File: src/verilog/trig_qualify.sv
// Shared constants and the trigger pin qualifier
package tcc_pkg;
  // ==========================================================
  // Widths and counting modes
  localparam int         CNT_W       = 16;
  localparam logic [1:0] MODE_FREE   = 2'h0; // Free running
  localparam logic [1:0] MODE_MATCH  = 2'h1; // Clear on first match
  localparam logic [1:0] MODE_TRIG   = 2'h2; // Clear on first pin edge
  // ==========================================================
  // Valid edge encodings
  localparam logic [1:0] EDGE_FALL   = 2'h0;
  localparam logic [1:0] EDGE_RISE   = 2'h1;
  localparam logic [1:0] EDGE_NONE   = 2'h2;
  localparam logic [1:0] EDGE_BOTH   = 2'h3;
  // ==========================================================
  // Reset values and timing
  localparam logic [15:0] CNT_RST    = 16'h0000;
  localparam int         QUAL_SAMPLES = 2; // Equal samples to accept
  localparam int         PULSE_EXTRA  = 2; // Extra count periods needed
endpackage : tcc_pkg

// Two-stage synchroniser, double-sample noise filter, edge detector
module trig_qualify
  import tcc_pkg::*;
(
  input  wire logic       clk,        // System clock
  input  wire logic       srst,       // Sync reset, active high
  input  wire logic       pin,        // Asynchronous trigger pin
  input  wire logic       sample_en,  // Sampling clock strobe
  input  wire logic       enable,     // Timer running
  input  wire logic [1:0] edge_sel,   // Valid edge selection
  output logic            valid_edge  // One-cycle edge pulse
);
  logic sync0_reg, sync1_reg, smp_reg, lvl_reg, edge_reg;
  logic smp_next, lvl_next, edge_next;

  // ==========================================================
  // Synchroniser: only sync1 looks at sync0
  always_ff @(posedge clk) begin
    if (srst) begin
      sync0_reg <= 1'b0;
      sync1_reg <= 1'b0;
    end else begin
      sync0_reg <= pin;
      sync1_reg <= sync0_reg;
    end
  end

  // Level accepted only after two equal samples while enabled; stopped, it follows sync1
  always_comb begin
    smp_next  = smp_reg;
    lvl_next  = lvl_reg;
    edge_next = 1'b0;
    if (!enable) begin
      // Track the pin silently so a restart sees no edge
      smp_next = sync1_reg;
      lvl_next = sync1_reg;
    end else if (sample_en) begin
      smp_next = sync1_reg;
      if (sync1_reg == smp_reg && sync1_reg != lvl_reg) begin
        lvl_next = sync1_reg;
        case (edge_sel)
          EDGE_FALL: edge_next = !sync1_reg;
          EDGE_RISE: edge_next = sync1_reg;
          EDGE_BOTH: edge_next = 1'b1;
          default:   edge_next = 1'b0;
        endcase
      end
    end
  end

  always_ff @(posedge clk) begin
    if (srst) begin
      smp_reg  <= 1'b0;
      lvl_reg  <= 1'b0;
      edge_reg <= 1'b0;
    end else begin
      smp_reg  <= smp_next;
      lvl_reg  <= lvl_next;
      edge_reg <= edge_next;
    end
  end

  assign valid_edge = edge_reg;
endmodule : trig_qualify

File: src/verilog/timer_capture_compare_guards.sv
// Timer counter with two capture/compare registers and guards
module timer_capture_compare_guards
  import tcc_pkg::*;
(
  input  wire logic             clk,          // 100 MHz system clock
  input  wire logic             srst,         // Sync reset, active high
  input  wire logic             timer_run,    // Timer running level
  input  wire logic [1:0]       count_mode,   // tcc_pkg::MODE_* value
  input  wire logic             count_rise,   // Prescaled clock rise strobe
  input  wire logic             count_fall,   // Prescaled clock fall strobe
  input  wire logic             count_on_pin, // First pin edge is count clock
  input  wire logic [1:0]       edge_first,   // First pin valid edge
  input  wire logic [1:0]       edge_second,  // Second pin valid edge
  input  wire logic [1:0]       cap_mode,     // Per register capture enable
  input  wire logic             first_trigger_pin,  // Async pin
  input  wire logic             second_trigger_pin, // Async pin
  input  wire logic [1:0]       rd_cc,        // Register read strobes
  input  wire logic             rd_cnt,       // Counter read strobe
  input  wire logic [1:0]       wr_cc,        // Compare write strobes
  input  wire logic [CNT_W-1:0] wr_data,      // Compare write data
  output logic [CNT_W-1:0]      rd_data,      // Read data, registered
  output logic [CNT_W-1:0]      main_counter, // Counter value
  output logic [CNT_W-1:0]      first_capture_compare,  // Register 0
  output logic [CNT_W-1:0]      second_capture_compare, // Register 1
  output logic                  first_capture_irq,  // Capture pulse
  output logic                  second_capture_irq  // Capture pulse
);
  import tcc_pkg::*;

  typedef enum logic [2:0] {
    CAP_IDLE = 3'b001,
    CAP_FALL = 3'b010,
    CAP_RISE = 3'b100
  } cap_state_t;

  logic             edge1, edge2, sample1;
  logic [1:0]       cap_trig;
  logic [CNT_W-1:0] cnt_reg, cnt_next, rd_reg, rd_next;
  logic [CNT_W-1:0] cc_reg [2];
  logic [1:0]       cap_latch, irq_reg;

  // ==========================================================
  // Pin qualifiers; pin counting makes the first qualifier sample every cycle
  assign sample1 = count_on_pin ? 1'b1 : count_rise;

  trig_qualify u_q1 (
    .clk        (clk),
    .srst       (srst),
    .pin        (first_trigger_pin),
    .sample_en  (sample1),
    .enable     (timer_run),
    .edge_sel   (edge_first),
    .valid_edge (edge1)
  );

  trig_qualify u_q2 (
    .clk        (clk),
    .srst       (srst),
    .pin        (second_trigger_pin),
    .sample_en  (count_rise),
    .enable     (timer_run),
    .edge_sel   (edge_second),
    .valid_edge (edge2)
  );

  // ==========================================================
  // Capture triggers: register 0 from second pin, 1 from first
  always_comb begin
    cap_trig[0] = timer_run && cap_mode[0] && edge2;
    // First pin edge never captures while it clocks the counter
    cap_trig[1] = timer_run && cap_mode[1] && edge1
                  && !count_on_pin;
  end

  // ==========================================================
  // Counter with free running and two clearing modes
  always_comb begin
    cnt_next = cnt_reg;
    if (timer_run) begin
      if (count_mode == MODE_TRIG && edge1 && !count_on_pin) begin
        cnt_next = CNT_RST;
      end else if (count_on_pin ? edge1 : count_rise) begin
        if (count_mode == MODE_MATCH && cnt_reg == cc_reg[0]) begin
          cnt_next = CNT_RST;
        end else begin
          cnt_next = cnt_reg + 16'h0001;
        end
      end
    end
  end

  always_ff @(posedge clk) begin
    if (srst) begin
      cnt_reg <= CNT_RST;
    end else begin
      cnt_reg <= cnt_next;
    end
  end

  // ==========================================================
  // Per-register capture sequencer and storage
  for (genvar i = 0; i < 2; i++) begin : g_cap
    cap_state_t       st_reg, st_next;
    logic [CNT_W-1:0] val_reg, val_next, cc_next;
    logic             irq_next;

    always_comb begin
      st_next   = st_reg;
      val_next  = val_reg;
      cc_next   = cc_reg[i];
      irq_next  = 1'b0;
      cap_latch[i] = 1'b0;
      case (st_reg)
        CAP_IDLE: begin
          if (cap_trig[i]) begin
            val_next = cnt_reg;
            st_next  = CAP_FALL;
          end
        end
        CAP_FALL: begin
          if (count_fall) begin
            cc_next      = val_reg;
            cap_latch[i] = 1'b1;
            st_next      = CAP_RISE;
          end
        end
        CAP_RISE: begin
          if (count_rise) begin
            irq_next = 1'b1;
            st_next  = CAP_IDLE;
          end
        end
        default: st_next = CAP_IDLE;
      endcase
      // Software write only when no capture lands this cycle
      if (wr_cc[i] && !cap_latch[i]) begin
        cc_next = wr_data;
      end
      // Stopping abandons an unfinished capture
      if (!timer_run) begin
        st_next = CAP_IDLE;
      end
    end

    always_ff @(posedge clk) begin
      if (srst) begin
        st_reg     <= CAP_IDLE;
        val_reg    <= CNT_RST;
        cc_reg[i]  <= CNT_RST;
        irq_reg[i] <= 1'b0;
      end else begin
        st_reg     <= st_next;
        val_reg    <= val_next;
        cc_reg[i]  <= cc_next;
        irq_reg[i] <= irq_next;
      end
    end
  end

  // ==========================================================
  // Read port; a colliding capture is stored and also returned by the read
  always_comb begin
    rd_next = rd_reg;
    if (rd_cnt) begin
      rd_next = cnt_reg;
    end else if (rd_cc[0]) begin
      rd_next = cap_latch[0] ? g_cap[0].val_reg : cc_reg[0];
    end else if (rd_cc[1]) begin
      rd_next = cap_latch[1] ? g_cap[1].val_reg : cc_reg[1];
    end
  end

  always_ff @(posedge clk) begin
    if (srst) begin
      rd_reg <= CNT_RST;
    end else begin
      rd_reg <= rd_next;
    end
  end

  assign rd_data                = rd_reg;
  assign main_counter           = cnt_reg;
  assign first_capture_compare  = cc_reg[0];
  assign second_capture_compare = cc_reg[1];
  assign first_capture_irq      = irq_reg[0];
  assign second_capture_irq     = irq_reg[1];
endmodule : timer_capture_compare_guards

File: config.mk
export PLATFORM = sky130hd
export DESIGN_NAME = timer_capture_compare_guards
export DESIGN_NICKNAME = d
export VERILOG_FILES = /design/src/verilog/trig_qualify.sv /design/src/verilog/timer_capture_compare_guards.sv
export SDC_FILE = /design/constraint.sdc
export NUM_CORES = 1
export LEC_CHECK = 0
export BUFFER_PORTS_ARGS = -buffer_cell sky130_fd_sc_hd__buf_4
export CAP_MARGIN = 15
export CORE_MARGIN = 2
export CORE_UTILIZATION = 55
export CTS_CLUSTER_DIAMETER = 40
export DETAILED_ROUTE_END_ITERATION = 8
export HOLD_SLACK_MARGIN = 0.15
export PLACE_DENSITY = 0.8
export SLEW_MARGIN = 20
export SYNTH_ARGS = -nofsm -noshare
export SYNTH_HDL_FRONTEND = slang
export SYNTH_SLANG_ARGS = --single-unit
File: constraint.sdc
create_clock -name clk -period 2.7 [get_ports clk]
set_input_delay 0.54 -clock clk [delete_from_list [all_inputs] [get_ports clk]]
set_output_delay 0.54 -clock clk [all_outputs]
set_load 0.03 [all_outputs]
==> results of run 1 <==
worst max-delay path by stage:
| stage | from | endpoint | slack (ns) | cells past startpoint |
|---|---|---|---|---|
| after CTS | main_counter[0] | main_counter[1] | 0.42 | 6 |
| after global placement | main_counter[0] | main_counter[1] | 0.51 | 6 |
| after detailed placement | count_mode[1] | main_counter[14] | 0.45 | 8 |
| final | main_counter[0] | main_counter[14] | 0.37 | 6 |
| after global routing | main_counter[0] | main_counter[1] | 0.22 | 6 |
| after floorplan | main_counter[2] | main_counter[7] | 0.75 | 7 |
cells by family after synthesis:
group	share of synthesized area
AOI/OAI and AO/OA	0.143
buffers and inverters	0.0454
adders and majority gates	0.00234
DFF	0.426
muxes	0.125
xor gates and xnor gates	0.0458
and+or+nand+nor	0.212
cells in the final DEF (no fill, tap or decap), drive strengths merged, types with 4 or more instances in the layout:
master    n
nor3b     5
a31oi    16
o21ai     8
nand3     6
buf     118
or3       4
nor2     91
nor3      8
a211oi   33
clkbuf   21
dfxtp   114
a222oi   16
nand2b    5
mux2i    49
and2     18
a21oi    27
nand4     5
mux2     16
xor2     21
xnor2     7
nor2b     6
inv       5
clkinv    6
nand2    70
cell type report:
| cell class | instances | area (µm²) |
|---|---|---|
| clock inverter | 11 | 113 |
| sequential | 114 | 2280 |
| tap | 133 | 166 |
| timing repair buffer | 118 | 898 |
| inverter | 5 | 18.8 |
| clock buffer | 21 | 439 |
| multi-input combinational | 440 | 2830 |
| fill | 734 | 2840 |
report_power, final:
part / leakage (nW) / internal (mW) / switching [mW] / total (mW)
sequential: 0.928 / 1.73 / 0.0582 / 1.79
clock: 0.267 / 1.32 / 0.775 / 2.10
combinational: 1.74 / 0.186 / 0.258 / 0.444
total: 2.93 / 3.24 / 1.09 / 4.33
stage by stage:
stage | hold WS (ns) | setup WS (ns)
after floorplan | 0.414 | 0.748
after global placement | 0.439 | 0.509
after detailed placement | 0.437 | 0.454
after CTS | 0.237 | 0.419
after global routing | 0.238 | 0.217
final | 0.248 | 0.368
metal layers:
metal	part of all wire	up-vias
met3	0.093	65
met1	0.39	2383
met2	0.47	333
met5	0	-
li1	-	2328
met4	0.042	0
worst reg2reg max path, cell delays in order, from the launching register on:
cell,delay (ns)
dfxtp_1,0.60
xor2_1,0.18
nor4_1,0.48
nand4b_1,0.20
o21ai_1,0.44
nand4bb_1,0.21
o311ai_1,0.10
==> impl_metrics.py, run 1 <==
metrics = {
    "run_status": {
        "status": "complete, no violations",
    },
    "placed_design": {
        "dpl.cell_count": 810,
        "routabilityCongestion": 0.894,
        "hpwl_um": 10600,
        "placed_cell_area_um2": 6200,
        "numPortBuffers": 102,
    },
    "synth": {
        "syn-mean-instance-area_um2": 8.80,
        "synth-seq-cells": 114,
        "synth_top_cell_by_area": "dfxtp_1",
        "syn-num-nets": 646,
        "ys_seq_area_frac": 0.426,
        "syn_inst": 608,
        "synth.most_common_cell": "dfxtp_1",
        "ys_top_cells_by_area": "dfxtp_1, mux2i_1, nor2_1",
        "synth_area_um2": 5350,
        "yosysUniqueCellTypes": 53,
        "ys.flop_type": "dfxtp_1",
        "yosysWarnings": 0,
        "synth_top_area_frac": 0.426,
        "synth_edf_count": 0,
        "async_flop_share": 0,
        "synth_common_cells": "dfxtp_1, nor2_1, nand2_1",
    },
    "cts": {
        "htreeDepth": 4,
        "clock-sinks": 114,
        "clkTransAtPathRegs_ns": 0.06,
        "cts_resized": 0,
        "hold_buffers": 0,
        "clk_path_buf_depth": 2,
        "clk_latency_ns": 0.52,
        "cts_setup_buffers": 0,
        "root_buffer": "clkbuf_8",
        "cts_tree": "built",
        "numCtsBuffers": 17,
    },
    "global_route": {
        "grt_pass1_wl_um": 24900,
        "grt_use_met2": 0.506,
        "use_met3": 0.0590,
        "grt.overflow.total": 0,
        "busiest_layer": "met2",
        "grt_start_max_net_pins": 55,
        "antenna_found_initial": 0,
        "grt_pass1_vias": 4865,
        "grt_util_all_layers": 0.309,
        "grtUsageMet1": 0.386,
    },
    "setup_path": {
        "worstPathRequired_ns": 3.10,
        "reg2reg_slack_ns": 0.37,
        "slowest_stage": "dfxtp_1",
        "start_kind": "flip-flop",
        "critPathKind": "flip-flop to flip-flop",
        "rr_worst_depth": 6,
        "cp.buffers_inverters": 0,
        "reg2reg_from": "main_counter[0]",
        "cp_max_fo": 10,
        "cp_cell_sequence": "xor2_1, nor4_1, nand4b_1, o21ai_1, nand4bb_1, o311ai_1",
        "critPathTopFamily": "simple AND/OR/NAND/NOR gates",
        "end_kind": "flip-flop",
        "critPathMaxStageDelay_ns": 0.60,
        "r2r_end": "main_counter[14]",
        "worstPathArrival_ns": 2.73,
    },
    "detailed_routing": {
        "drc": 0,
        "wl_um": 16000,
        "via_count": 5109,
        "ant_nets": 0,
        "viasPerCell": 6.07,
        "detail_route.wl_per_cell_um": 19.0,
        "dr.pass1.iters": 8,
        "dr.first_iter.drc_count": 492,
    },
    "die": {
        "ios": 103,
        "initial_core_util": 0.558,
        "fp.dieW_um": 103,
        "placementRows": 36,
        "placeableCoreArea_um2": 9590,
        "die_h_um": 103,
        "die-area_um2": 10500,
    },
    "sta": {
        "fin_crit_sh": 0.864,
        "fmax_ghz": 0.429,
        "slew_headroom": 0.558,
        "setup_viol": 0,
        "skew_ns": 0.00807,
        "rsz0062_at_grt": "false",
        "slew_viol_final": 0,
        "setup_tns_ns": 0,
        "fin_crit_ns": 2.33,
        "worst_pin_slew_ns": 0.662,
        "final_hold_viol_count": 0,
    },
    "layout": {
        "syn_to_final_growth_pct": 26.2,
        "drive_gt1_frac": 0.251,
        "instances_no_fill": 842,
        "design_area_um2": 6750,
        "nets": 734,
        "antenna_cells": 0,
        "utilization": 0.704,
    },
    "job": {
        "drv_cap": 0,
    },
    "pwr": {
        "power.density_nw_per_um2": 642,
        "leakage_nw": 2.93,
        "total_power_mw": 4.33,
        "ir_worst_vdd_mv": 0.369,
    },
    "min_path": {
        "min-delay-start": "first_trigger_pin",
        "holdPathStages": 2,
        "hold_path_end": "u_q1.sync0_reg",
        "hold_class": "input pin to flip-flop",
    },
}
Note: power is estimated with default switching activity, not from simulation.
==> inputs of run 2 (changes only) <==
--- a/config.mk
+++ b/config.mk
@@ -5,14 +5,16 @@
 export SDC_FILE = /design/constraint.sdc
 export NUM_CORES = 1
 export LEC_CHECK = 0
+export ABC_CLOCK_PERIOD_IN_PS = 2700
 export BUFFER_PORTS_ARGS = -buffer_cell sky130_fd_sc_hd__buf_4
 export CAP_MARGIN = 15
+export CORE_ASPECT_RATIO = 2
 export CORE_MARGIN = 2
 export CORE_UTILIZATION = 55
 export CTS_CLUSTER_DIAMETER = 40
 export DETAILED_ROUTE_END_ITERATION = 8
 export HOLD_SLACK_MARGIN = 0.15
-export PLACE_DENSITY = 0.8
+export PLACE_DENSITY_LB_ADDON = 0.12
 export SLEW_MARGIN = 20
 export SYNTH_ARGS = -nofsm -noshare
 export SYNTH_HDL_FRONTEND = slang
==> impl_metrics.py, run 2 (same netlist as run 1, synthesis figures left out) <==
metrics = {
    "layout": {
        "num-fill-cells": 739,
        "drive_gt1_frac": 0.263,
        "design_area_um2": 6870,
        "antenna_cells": 0,
        "syn_to_final_growth_pct": 28.4,
        "nets": 741,
        "utilization": 0.718,
        "layout_commonest_cell": "buf_4",
        "layout_common_cells": "buf_4, dfxtp_1, nor2_1",
    },
    "setup_path": {
        "cp_max_fo": 15,
        "reg2reg_from": "g_cap[0].st_reg[1]",
        "worstPathArrival_ns": 2.46,
        "worstSetupStartpoint": "g_cap[0].st_reg[1]",
        "reg2reg_slack_ns": 0.59,
        "end_kind": "flip-flop",
        "critPathKind": "flip-flop to flip-flop",
        "worstPathRequired_ns": 3.05,
        "start_kind": "flip-flop",
    },
    "die": {
        "ios": 103,
        "initial_core_util": 0.559,
        "die_h_um": 143,
        "placementRows": 51,
        "placeableCoreArea_um2": 9570,
        "fp.dieW_um": 73.8,
        "die-area_um2": 10600,
    },
    "cts": {
        "cts_tree": "built",
        "htreeDepth": 4,
        "cts_setup_buffers": 0,
        "cts_resized": 0,
        "root_buffer": "clkbuf_16",
        "hold_buffers": 0,
        "clk_latency_ns": 0.42,
        "clk_path_buf_depth": 2,
        "clock-sinks": 114,
        "clkTransAtPathRegs_ns": 0.05,
        "numCtsBuffers": 17,
    },
    "detailed_routing": {
        "ant_nets": 0,
        "viasPerCell": 6.07,
        "wl_um": 15600,
        "dr.pass1.iters": 7,
        "detail_route.wl_per_cell_um": 19.0,
        "drc": 0,
        "dr.first_iter.drc_count": 521,
        "via_count": 4987,
    },
    "placed_design": {
        "placed_cell_area_um2": 6220,
        "routabilityCongestion": 0.871,
        "hpwl_um": 10600,
        "numPortBuffers": 102,
    },
    "sta": {
        "fin_crit_ns": 2.11,
        "rsz0062_at_grt": "false",
        "final_hold_viol_count": 0,
        "fmax_ghz": 0.474,
        "fin_crit_sh": 0.781,
        "fin_hold_ws_ns": 0.334,
        "skew_ns": 0.00626,
        "worst_pin_slew_ns": 0.756,
        "setup_viol": 0,
        "slew_headroom": 0.495,
        "setup_tns_ns": 0,
        "slew_viol_final": 0,
    },
    "global_route": {
        "grt_pass1_vias": 4767,
        "grt_start_max_net_pins": 49,
        "grt_pass1_wl_um": 24700,
        "grt_util_all_layers": 0.307,
        "grt.overflow.total": 0,
        "antenna_found_initial": 0,
    },
    "min_path": {
        "hold_class": "input pin to flip-flop",
        "min-delay-start": "second_trigger_pin",
    },
    "pwr": {
        "ir_worst_vdd_mv": 0.626,
        "leakage_nw": 3.02,
        "total_power_mw": 4.70,
        "power.density_nw_per_um2": 684,
    },
    "job": {
        "drv_cap": 0,
    },
    "run_status": {
        "status": "complete, no violations",
    },
}
==> run 2: where the power goes <==
part	internal (mW)	switching, mW	leakage, nW
combinational	0.191	0.262	1.77
clock	1.66	0.800	0.316
sequential	1.73	0.0548	0.928
==> run 2: cell type report <==
| cell class | count | area, µm² | share of cell area |
|---|---|---|---|
| clock buffer | 18 | 439 | 0.0639 |
| clock inverter | 14 | 211 | 0.0308 |
| inverter | 5 | 18.8 | 0.00273 |
| multi-input combinational | 440 | 2830 | 0.413 |
| sequential | 114 | 2280 | 0.332 |
| tap | 106 | 133 | 0.0193 |
| timing repair buffer | 125 | 951 | 0.138 |
==> run 2: path summary, 6_finish.rpt <==
kind | endpoint | cells after the start
max | rd_data[1] | 6
max reg2reg | rd_data[1] | 6
min reg2reg | u_q2.sync1_reg | 1
min | u_q2.sync0_reg | 2
==> run 2: worst max-delay path, cell delays in order, from the launching register on <==
cell and delay [ns]:
dfxtp_1 0.39, nor3b_1 0.27, and2_1 0.62, nand2_1 0.18, a31oi_1 0.32, a222oi_1 0.14
nor2_1 0.12
==> run 2: through the flow <==
| step | std cells | setup WS, ns |
|---|---|---|
| 5_1_grt | 822 | 0.399 |
| 2_1_floorplan | 608 | 0.748 |
| 4_1_cts | 822 | 0.580 |
| 3_5_place_dp | 790 | 0.463 |
| 3_3_place_gp | 790 | 0.532 |
| 6_report | 822 | 0.591 |
==> run 2: routing by layer <==
layer	track usage	up-vias	share of wire
li1	-	2341	-
met1	0.403	2365	0.43
met2	0.473	241	0.48
met3	0.0694	40	0.064
met4	0.143	0	0.029
met5	0	-	0
==> inputs of run 3 (changes only) <==
--- a/config.mk
+++ b/config.mk
@@ -5,7 +5,7 @@
 export SDC_FILE = /design/constraint.sdc
 export NUM_CORES = 1
 export LEC_CHECK = 0
-export ABC_CLOCK_PERIOD_IN_PS = 2700
+export ABC_CLOCK_PERIOD_IN_PS = 2000
 export BUFFER_PORTS_ARGS = -buffer_cell sky130_fd_sc_hd__buf_4
 export CAP_MARGIN = 15
 export CORE_ASPECT_RATIO = 2
==> constraint.sdc (replaced) <==
create_clock -name clk -period 2 [get_ports clk]
set_input_delay 0.4 -clock clk [delete_from_list [all_inputs] [get_ports clk]]
set_output_delay 0.4 -clock clk [all_outputs]
set_load 0.03 [all_outputs]
==> impl_metrics.py, run 3 (same netlist as run 1, synthesis figures left out) <==
metrics = {
    "run_status": {
        "status": "complete, no violations",
    },
    "pwr": {
        "leakage_nw": 3.10,
        "total_power_mw": 6.38,
        "pwr-share-comb": 0.098,
        "seq_power_share": 0.378,
        "internal-power_mw": 4.84,
        "power.density_nw_per_um2": 906,
        "switching_share": 0.240,
        "switchingPower_mw": 1.53,
        "ir_worst_vdd_mv": 0.739,
        "clock_power_share": 0.524,
    },
    "sta": {
        "fin_crit_ns": 1.91,
        "setup_viol": 0,
        "fin_hold_ws_ns": 0.196,
        "skew_ns": 0.00582,
        "fin_crit_sh": 0.956,
        "worst_pin_slew_ns": 0.431,
        "final_hold_viol_count": 0,
        "fmax_ghz": 0.523,
        "slew_viol_final": 0,
        "slew_headroom": 0.713,
        "setup_ws_ns": 0.0885,
        "setup_tns_ns": 0,
    },
    "detailed_routing": {
        "detail_route.wl_per_cell_um": 19.5,
        "drc": 0,
        "dr_wl_met2_um": 7850,
        "wl_met1_um": 6750,
        "dr.first_iter.drc_count": 531,
        "wl_met3_um": 1240,
        "wl_um": 16300,
        "ant_nets": 0,
        "dr.pass1.iters": 5,
        "viasPerCell": 6.14,
        "via_count": 5141,
        "highest_layer": "met4",
    },
    "setup_path": {
        "end_kind": "flip-flop",
        "cp_cell_sequence": "xor2_1, nor4_1, buf_4, nand4b_1, o21ai_1, buf_4, or4_1, o21ai_1",
        "cp.buffers_inverters": 2,
        "slowest_stage": "or4_1",
        "critPathMaxStageDelay_ns": 0.47,
        "worstPathRequired_ns": 2.35,
        "critPathKind": "flip-flop to flip-flop",
        "start_kind": "flip-flop",
        "cp_max_fo": 7,
        "critPathTopFamily": "simple AND/OR/NAND/NOR gates",
        "worstPathArrival_ns": 2.26,
    },
    "placed_design": {
        "dpl.cell_count": 805,
        "placed_cell_area_um2": 6380,
        "pre_cts_ws_ns": -0.00635,
        "routabilityCongestion": 0.884,
        "numPortBuffers": 102,
        "hpwl_um": 10900,
    },
    "layout": {
        "design_area_um2": 7040,
        "antenna_cells": 0,
        "drive_gt1_frac": 0.279,
        "layout_common_cells": "buf_4, dfxtp_1, nor2_1",
        "nets": 756,
        "utilization": 0.736,
        "layout_commonest_cell": "buf_4",
        "syn_to_final_growth_pct": 31.6,
        "instances_no_fill": 837,
    },
    "die": {
        "ios": 103,
        "initial_core_util": 0.559,
        "die_h_um": 143,
        "placeableCoreArea_um2": 9570,
        "fp.dieW_um": 73.8,
        "placementRows": 51,
        "die-area_um2": 10600,
    },
    "cts": {
        "htreeDepth": 4,
        "root_buffer": "clkbuf_16",
        "cts_tree": "built",
        "clkTransAtPathRegs_ns": 0.05,
        "clk_latency_ns": 0.41,
        "numCtsBuffers": 17,
        "clock-sinks": 114,
        "clk_path_buf_depth": 2,
    },
    "min_path": {
        "hold_class": "input pin to flip-flop",
    },
    "global_route": {
        "grt_util_all_layers": 0.322,
        "grt_pass1_vias": 4916,
        "grt.overflow.total": 0,
        "antenna_found_initial": 0,
        "grt_pass1_wl_um": 25900,
        "grt_start_max_net_pins": 41,
    },
    "job": {
        "drv_cap": 0,
    },
}
run 3: power by group through the flow:
stage	logic (mW)	registers, mW	clock network (mW)
final	0.628	2.41	3.34
after global routing	0.674	2.41	3.44
after CTS	0.624	2.40	3.35
after detailed placement	0.617	2.45	0
after global placement	0.610	2.45	0
after floorplan	0.268	2.54	0
run 3: area by class of cell:
class / count / area, µm²
Fill cell: 751 / 2530
Clock buffer: 19 / 443
Sequential cell: 114 / 2280
Clock inverter: 13 / 208
Inverter: 5 / 18.8
Timing Repair Buffer: 140 / 1110
Multi-Input combinational cell: 440 / 2840
Tap cell: 106 / 133
run 3: path summary, 6_finish.rpt:
| kind | from | to | slack [ns] | cells after the start |
|---|---|---|---|---|
| max | cc_reg[0][0] | main_counter[11] | 0.09 | 8 |
| min | first_trigger_pin | u_q1.sync0_reg | 0.20 | 2 |
| max reg2reg | cc_reg[0][0] | main_counter[11] | 0.09 | 8 |
| min reg2reg | u_q2.sync0_reg | u_q2.sync1_reg | 0.44 | 1 |
run 3: what timing repair did:
action	4_1_cts	5_1_grt
buffers inserted	0	0
endpoints found under the setup margin	0	10
hold buffers	0	0
resized for setup	0	4
run 3: routing by layer:
layer | GRT usage | vias to the layer above
li1 | - | 2369
met1 | 0.426 | 2464
met2 | 0.503 | 260
met3 | 0.0617 | 48
met4 | 0.140 | 0
met5 | 0 | -
